`config.mk`:
```
export PLATFORM = sky130hd
export DESIGN_NAME = ilbw_writer
export DESIGN_NICKNAME = d
export VERILOG_FILES = /design/src/logic/ilbw_log_ram.v /design/src/logic/ilbw_writer.v
export VERILOG_INCLUDE_DIRS = /design/src /design/src/logic
export SDC_FILE = /design/constraint.sdc
export NUM_CORES = 1
export LEC_CHECK = 0
export BUFFER_PORTS_ARGS = -buffer_cell sky130_fd_sc_hd__buf_2
export CAP_MARGIN = 25
export CELL_PAD_IN_SITES_DETAIL_PLACEMENT = 0
export CELL_PAD_IN_SITES_GLOBAL_PLACEMENT = 2
export CORE_ASPECT_RATIO = 1.5
export CORE_MARGIN = 1
export CORE_UTILIZATION = 52
export DETAILED_ROUTE_END_ITERATION = 10
export PLACE_DENSITY_LB_ADDON = 0.25
export SKIP_LAST_GASP = 1
export SLEW_MARGIN = 20
export SYNTH_ARGS = -nofsm -noshare
export SYNTH_HDL_FRONTEND = slang
export SYNTH_SLANG_ARGS = --single-unit
```
`constraint.sdc`:
```
create_clock -name REF_CLK_IN -period 11.4 [get_ports REF_CLK_IN]
set_input_delay 1.14 -clock REF_CLK_IN [delete_from_list [all_inputs] [get_ports REF_CLK_IN]]
set_output_delay 1.14 -clock REF_CLK_IN [all_outputs]
set_load 0.01 [all_outputs]
```
`src/logic/ilbw_regs.vh`:
```
`ifndef ILBW_REGS_VH
`define ILBW_REGS_VH
`define ILBW_LOG_BASE 9'h180
`define ILBW_LOG_LAST 9'h1be
`define ILBW_PTR_STEP 9'h002
`define ILBW_HW_LOC_WORD 16'h0000
`define ILBW_CNT_MAX 7'h7f
`define ILBW_CNT_ONE 7'h01
`define ILBW_BUSY_BIT 9
`define ILBW_CFG_BUSY_BIT 2
`define ILBW_SRC_HW 2'h0
`define ILBW_SRC_MON 2'h1
`define ILBW_SRC_RT 2'h2
`define ILBW_ADDR_PTR 4'h0
`define ILBW_ADDR_CFG 4'h1
`define ILBW_ADDR_STAT 4'h2
`define ILBW_ADDR_MASK 4'h3
`define ILBW_ADDR_SWRST 4'h4
`define ILBW_ADDR_RAM_SEL 4'h5
`define ILBW_ADDR_RAM_DATA 4'h6
`define ILBW_STAT_W 3
`endif

```
`src/logic/ilbw_log_ram.v`:
```
`timescale 1ns/1ns
`default_nettype none
module ilbw_log_ram (
  input wire clk_in,
  input wire we_in,
  input wire [5:0] waddr_in,
  input wire [15:0] wdata_in,
  input wire [5:0] raddr_in,
  output reg [15:0] rdata_out
);
  reg [15:0] mem [0:63];
  always @(posedge clk_in) begin
    if (we_in) begin
      mem[waddr_in] <= wdata_in;
    end
    rdata_out <= mem[raddr_in];
  end
endmodule
`default_nettype wire

```
`src/logic/ilbw_writer.v`:
```
// Functional notes
// - log is 64 ram words at 0x0180 to 0x01bf, used circularly
// - every enabled interrupt writes exactly two words; 32 entries retained
// - after the 32nd entry the pointer returns to 0x0180 before the next
// - ident word at even pointer address, location word at next odd address
// - ident word uses the source pending layout; several bits may be set
// - hardware events log a location word of zero
// - monitor events log the command buffer address of the block status word
// - terminal events log the descriptor table entry start address
// - with log_busy_enable set, ident bit 9 reports terminal_was_busy_flag
// - busy alone never produces an entry
// - several causes of one terminal in one message make one entry
// - monitor and terminal causes in one message make separate entries
// - simultaneous causes are ORed so the request line asserts once
// - pointer set to 0x0180 on master reset and software reset
// - pointer upper bits 110, always even, advancing by two per entry
// - 7-bit count in bits 15:9 increments, saturates at 127, clears on read
//
// Added by the designer: the address-and-strobe port and the register addresses.
`timescale 1ns/1ns
`default_nettype none
`include "ilbw_regs.vh"
module ilbw_writer (
  input wire REF_CLK_IN,
  input wire RST_IN,
  input wire HW_EVENT_IN,
  input wire [15:0] HW_IDENT_IN,
  input wire MON_EVENT_IN,
  input wire [15:0] MON_IDENT_IN,
  input wire [15:0] MON_LOC_IN,
  input wire RT_EVENT_IN,
  input wire [15:0] RT_IDENT_IN,
  input wire [15:0] RT_LOC_IN,
  input wire RT_WAS_BUSY_IN,
  input wire [3:0] ADDR_IN,
  input wire [15:0] WDATA_IN,
  input wire WR_IN,
  input wire RD_IN,
  output reg [15:0] RDATA_OUT,
  output reg IRQ_OUT,
  output reg RAM_WE_OUT,
  output reg [8:0] RAM_ADDR_OUT,
  output reg [15:0] RAM_DATA_OUT
);
  reg [8:0] ptr_reg;
  reg [8:0] ptr_next;
  reg [6:0] cnt_reg;
  reg [6:0] cnt_next;
  reg cfg_busy_reg;
  reg [2:0] stat_reg;
  reg [2:0] stat_next;
  reg [2:0] mask_reg;
  reg [2:0] pend_reg;
  reg [2:0] pend_next;
  reg [15:0] hw_id_reg;
  reg [15:0] mon_id_reg;
  reg [15:0] mon_loc_reg;
  reg [15:0] rt_id_reg;
  reg [15:0] rt_loc_reg;
  reg [1:0] src_reg;
  reg phase_reg;
  reg busy_reg;
  reg [5:0] dbg_addr_reg;
  reg [15:0] rdata_next;
  wire [15:0] ram_rdata;
  wire sw_rst = WR_IN && (ADDR_IN == `ILBW_ADDR_SWRST);
  wire ptr_read = RD_IN && (ADDR_IN == `ILBW_ADDR_PTR);
  wire stat_read = RD_IN && (ADDR_IN == `ILBW_ADDR_STAT);
  wire [15:0] ev_id = (src_reg == `ILBW_SRC_HW) ? hw_id_reg :
                      (src_reg == `ILBW_SRC_MON) ? mon_id_reg : rt_id_reg;
  wire [15:0] ev_loc = (src_reg == `ILBW_SRC_HW) ? `ILBW_HW_LOC_WORD :
                       (src_reg == `ILBW_SRC_MON) ? mon_loc_reg : rt_loc_reg;
  wire entry_done = busy_reg && phase_reg;
  // busy flag only rides along inside a real terminal entry, never starts one
  wire [15:0] rt_id_in_busy = cfg_busy_reg ?
    {RT_IDENT_IN[15:`ILBW_BUSY_BIT+1], RT_WAS_BUSY_IN, RT_IDENT_IN[`ILBW_BUSY_BIT-1:0]} :
    RT_IDENT_IN;
  ilbw_log_ram u_ram (
    .clk_in(REF_CLK_IN),
    .we_in(RAM_WE_OUT),
    .waddr_in(RAM_ADDR_OUT[5:0]),
    .wdata_in(RAM_DATA_OUT),
    .raddr_in(dbg_addr_reg),
    .rdata_out(ram_rdata)
  );
  // pick next pending source: hardware, monitor, terminal
  reg [1:0] pick;
  always @* begin
    pick = `ILBW_SRC_RT;
    if (pend_reg[0]) begin
      pick = `ILBW_SRC_HW;
    end else if (pend_reg[1]) begin
      pick = `ILBW_SRC_MON;
    end
  end
  always @* begin
    ptr_next = ptr_reg;
    cnt_next = cnt_reg;
    if (entry_done) begin
      if (ptr_reg == `ILBW_LOG_LAST) begin
        ptr_next = `ILBW_LOG_BASE;
      end else begin
        ptr_next = ptr_reg + `ILBW_PTR_STEP;
      end
    end
    if (ptr_read) begin
      cnt_next = 7'h00;
    end
    // a completing entry during the read survives as a count of one
    if (entry_done) begin
      if (ptr_read) begin
        cnt_next = `ILBW_CNT_ONE;
      end else if (cnt_reg != `ILBW_CNT_MAX) begin
        cnt_next = cnt_reg + `ILBW_CNT_ONE;
      end
    end
    if (sw_rst) begin
      ptr_next = `ILBW_LOG_BASE;
    end
  end
  always @* begin
    pend_next = pend_reg;
    if (!busy_reg && (pend_reg != 3'h0)) begin
      pend_next[pick] = 1'b0;
    end
    // separate flags per source give each source its own entry
    if (HW_EVENT_IN) begin
      pend_next[0] = 1'b1;
    end
    if (MON_EVENT_IN) begin
      pend_next[1] = 1'b1;
    end
    if (RT_EVENT_IN) begin
      pend_next[2] = 1'b1;
    end
  end
  always @* begin
    stat_next = stat_reg;
    if (stat_read) begin
      stat_next = 3'h0;
    end
    // set wins over the read clear
    stat_next = stat_next | {RT_EVENT_IN, MON_EVENT_IN, HW_EVENT_IN};
  end
  always @* begin
    rdata_next = 16'h0000;
    if (RD_IN) begin
      if (ADDR_IN == `ILBW_ADDR_PTR) begin
        rdata_next = {cnt_reg, ptr_reg};
      end else if (ADDR_IN == `ILBW_ADDR_CFG) begin
        rdata_next = {13'h0000, cfg_busy_reg, 2'h0};
      end else if (ADDR_IN == `ILBW_ADDR_STAT) begin
        rdata_next = {13'h0000, stat_reg};
      end else if (ADDR_IN == `ILBW_ADDR_MASK) begin
        rdata_next = {13'h0000, mask_reg};
      end else if (ADDR_IN == `ILBW_ADDR_RAM_SEL) begin
        rdata_next = {10'h000, dbg_addr_reg};
      end else if (ADDR_IN == `ILBW_ADDR_RAM_DATA) begin
        // ram output is registered off the held index, so it has settled by the read
        rdata_next = ram_rdata;
      end
    end
  end
  always @(posedge REF_CLK_IN or posedge RST_IN) begin
    if (RST_IN) begin
      ptr_reg <= `ILBW_LOG_BASE;
      cnt_reg <= 7'h00;
      cfg_busy_reg <= 1'b0;
      stat_reg <= 3'h0;
      mask_reg <= 3'h0;
      pend_reg <= 3'h0;
      hw_id_reg <= 16'h0000;
      mon_id_reg <= 16'h0000;
      mon_loc_reg <= 16'h0000;
      rt_id_reg <= 16'h0000;
      rt_loc_reg <= 16'h0000;
      src_reg <= `ILBW_SRC_HW;
      phase_reg <= 1'b0;
      busy_reg <= 1'b0;
      dbg_addr_reg <= 6'h00;
      RDATA_OUT <= 16'h0000;
      IRQ_OUT <= 1'b0;
      RAM_WE_OUT <= 1'b0;
      RAM_ADDR_OUT <= `ILBW_LOG_BASE;
      RAM_DATA_OUT <= 16'h0000;
    end else begin
      ptr_reg <= ptr_next;
      cnt_reg <= cnt_next;
      stat_reg <= stat_next;
      pend_reg <= pend_next;
      RDATA_OUT <= rdata_next;
      IRQ_OUT <= |(stat_next & mask_reg);
      if (WR_IN && (ADDR_IN == `ILBW_ADDR_CFG)) begin
        cfg_busy_reg <= WDATA_IN[`ILBW_CFG_BUSY_BIT];
      end
      if (WR_IN && (ADDR_IN == `ILBW_ADDR_MASK)) begin
        mask_reg <= WDATA_IN[2:0];
      end
      if (WR_IN && (ADDR_IN == `ILBW_ADDR_RAM_SEL)) begin
        dbg_addr_reg <= WDATA_IN[5:0];
      end
      // one event carries all causes of a message ORed in its word
      if (HW_EVENT_IN) begin
        hw_id_reg <= HW_IDENT_IN;
      end
      if (MON_EVENT_IN) begin
        mon_id_reg <= MON_IDENT_IN;
        mon_loc_reg <= MON_LOC_IN;
      end
      if (RT_EVENT_IN) begin
        rt_id_reg <= rt_id_in_busy;
        rt_loc_reg <= RT_LOC_IN;
      end
      RAM_WE_OUT <= 1'b0;
      if (busy_reg) begin
        if (!phase_reg) begin
          phase_reg <= 1'b1;
          RAM_WE_OUT <= 1'b1;
          RAM_ADDR_OUT <= ptr_reg;
          RAM_DATA_OUT <= ev_id;
        end else begin
          phase_reg <= 1'b0;
          busy_reg <= 1'b0;
          RAM_WE_OUT <= 1'b1;
          RAM_ADDR_OUT <= ptr_reg | 9'h001;
          RAM_DATA_OUT <= ev_loc;
        end
      end else if (pend_reg != 3'h0) begin
        busy_reg <= 1'b1;
        src_reg <= pick;
      end
    end
  end
endmodule
`default_nettype wire

```
==> results.md <==
| Result | Reported |
| --- | --- |
| DRT Wirelength | 111000 µm |
| TritonCTS buffer count | 105 |
| Power, Total | 12.2 mW |
| RSZ-0062 raised after global routing | no |
| Total count of hold-check failures in the final report | 0 |
| Worst-case headroom to the max-slew limit | 29.4% |
| Synthesized area per cell | 20.1 µm² |
| Post-synthesis instance area | 46600 µm² |
| Area taken by flip-flops and latches | 35100 µm² |
| Effective utilization at floorplan | 52.4% |
| WL/cell | 29.5 µm |
| Share of the synthesized area in the top cell type | 66.0% |
| Number of top-level pins | 151 |
| Syn Nets | 2431 |
| Final worst path period need | 4.17 ns |
| CTS Root Buffer Type | clkbuf_16 |
| Share of synthesized area occupied by flip-flops and latches | 75.2% |
| Buffer levels on the longest clock path | 3 |
| Instance count after placement with tap cells included | 3565 |
| Routability cong. | 0.831 |
| Slowest-stage cell, CP | dfrtp_4 |
| Number of enable flip-flop cells after synthesis | 1024 |
| GRT Total Usage | 25.2% |
| Remaining routing DRC violations | 0 |
| Cell seen most often among critical-path stages | buf_4 |
| Dominant cell type by area after synthesis | edfxtp_1 |
| Warning count from the yosys run | 0 |
| Achievable Freq | 0.240 GHz |
| Synth-to-layout area growth | 12.4% |
| H-tree level count | 3 |
| Worst-case hold path end point | mon_id_reg[10] |
| Cell types with the largest area share after synthesis | edfxtp_1 66%, mux4_2 12%, dfrtp_1 8.3% |
| Reported max-cap violation count | 0 |
| Buffers and inverters on the worst path | 2 |
| Slew Limit Fails | 0 |
| Startpoint of the worst register-to-register path | dbg_addr_reg[1] |
| Result of the run | complete, no violations |
| Final Cell Area | 52300 µm² |
| Residual antenna-violating net count after detailed routing | 0 |
| Count of cells along the worst hold path | 1 |
| Power density of the placed cells | 232 nW/µm² |
| Minimum hold slack | 0.504 ns |
| Worst Max-Slew Pin Slew | 1.06 ns |
| Cell with the most instances after synthesis | edfxtp_1 |
| Filler-free cell count of the finished design | 3772 |
| Clock slew at the register clock pins of the worst setup and hold paths | 0.07 ns |
| Dominant synthesized flop cell | edfxtp_1 |
| Input/output buffers | 140 |
| Crit-path leading delay family | buffers and inverters |
| Highest ir drop seen on vdd | 0.304 mV |
| Count of distinct cell types in the synthesized netlist | 53 |
| Area of the die | 90800 µm² |
| Floorplan die width | 246 µm |
| Skew-Pair Late Insertion Delay | 0.70 ns |
| Share of post-route cells with drive strength above 1 | 30.9% |
| List of cells traversed by the critical path | buf_4, buf_4, mux4_2, a221oi_1, o311ai_1 |
| CP Max Fanout | 47 |
| # setup viols final | 0 |
| Least setup slack across all paths after layout | 7.23 ns |
| Critical Path Sink Type | register |
| Most common library cells after synthesis | 1024 x edfxtp_1, 253 x mux4_2, 154 x dfrtp_1 |
| RR Endpoint | u_ram.rdata_out[5] |
| Number of synthesized register bits | 1198 |
| Final global-route overflow total | 0 |
| Hold Path Class | register to register |
| Filler Cells Inserted | 6541 |
| Area of the multi-input gates | 10800 µm² |
| Cell area after placement | 48700 µm² |
| Post-detail-place hpwl | 67800 µm |
| Share of async-settable or async-resettable flops after synthesis | 13.2% |
| Cts repair resizes | 0 |
| Nets | 2631 |
| Hold path startpoint | mon_id_reg[10] |
| Arrival time worst endpoint | 4.68 ns |
| Setup total negative slack | 0 ns |
| Register containing the most flip-flops in the final layout | u_ram.mem |
| Sort of element at the start of the critical path | register |
| Y dimension of the die | 369 µm |
| Largest stage delay, worst path | 0.89 ns |
| Layout Utilization | 58.9% |
| Number of DRC violations after detailed-routing iteration 0 | 2204 |
| Flop2flop setup slack | 7.23 ns |
| Required time worst endpoint | 11.91 ns |
| Critical path type | register to register |
| Count of hold-fix buffers inserted at cts | 0 |
| Number of rows in the core area | 134 |
| Period utilization | 36.5% |
| Number of flip-flops in the largest register | 1024 |
| Vias after detailed routing | 22.9k |
| TritonCTS clock tree | yes |
| Depth of the worst register-to-register path | 5 |
| Worst clock skew on the final layout | 0.0260 ns |
| Number of antenna violations at the first check in global routing | 9 |
| Via count of the first global-routing pass | 24.1k |
| Clock sinks | 1198 |
| Largest net degree at the start of global routing | 112 |
| Via/cell ratio | 6.08 |
| Number of detailed-routing iterations run before antenna repair | 5 |
| Worst slack at placement | 7.13 ns |
| Leakage power | 17.4 nW |
| Post-CTS Setup Bufs | 0 |
| Wire length of the first global-routing pass | 162000 µm |
| Area of the core | 88900 µm² |
| Post-Synthesis Cells | 2321 |
worst max-delay path by stage:
| stage | startpoint | to | slack, ns | depth (start not counted) |
|---|---|---|---|---|
| final | dbg_addr_reg[1] | u_ram.rdata_out[5] | 7.23 | 5 |
| after global routing | dbg_addr_reg[1] | u_ram.rdata_out[5] | 7.04 | 5 |
| after detailed placement | dbg_addr_reg[1] | u_ram.rdata_out[5] | 7.13 | 5 |
| after CTS | dbg_addr_reg[1] | u_ram.rdata_out[5] | 7.12 | 5 |
| after floorplan | RST_IN | IRQ_OUT | 6.00 | 1 |
| after global placement | dbg_addr_reg[1] | u_ram.rdata_out[5] | 7.16 | 5 |
report_power, final:
| group | internal, mW | total, mW | switching [mW] |
|---|---|---|---|
| logic | 0.849 | 2.55 | 1.70 |
| registers | 5.66 | 5.98 | 0.326 |
| clock network | 2.04 | 3.63 | 1.59 |
| total | 8.54 | 12.2 | 3.61 |
kinds of logic after synthesis:
| group | after synthesis | synth area share [%] |
|---|---|---|
| buffers and inverters | 163 | 1.85 |
| muxes | 419 | 16.1 |
| xor gates and xnor gates | 7 | 0.132 |
| adders and majority gates | 2 | 0.0537 |
| and+or+nand+nor | 269 | 2.69 |
| AOI/OAI and AO/OA | 263 | 3.95 |
| DFF | 1198 | 75.2 |
cell usage in the layout (no fill, tap or decap), types with 51 or more instances in the layout:
master,n
mux4_2,253
buf_2,140
mux2_2,115
dfrtp_1,132
mux2i_1,51
a22oi_1,63
buf_4,87
edfxtp_1,1024
clkbuf_16,108
nand2_1,79
nor2_1,76
cell type report:
type	count	share of cell area, %
Timing Repair Buffer	234	2.76
Antenna cell	4	0.0191
Clock buffer	135	5.49
Multi-Input combinational cell	960	20.6
Inverter	22	0.167
Sequential cell	1198	67.0
Clock inverter	63	1.24
Tap cell	1156	2.76
routing by layer:
metal	global-route usage (%)	vias up	share of wire, %
li1	-	9905	-
met5	0	-	0.071
met1	30.8	12200	37
met2	44.2	661	54
met4	10.4	12	3.8
met3	3.98	178	5.2
Note: power is estimated with default switching activity, not from simulation.
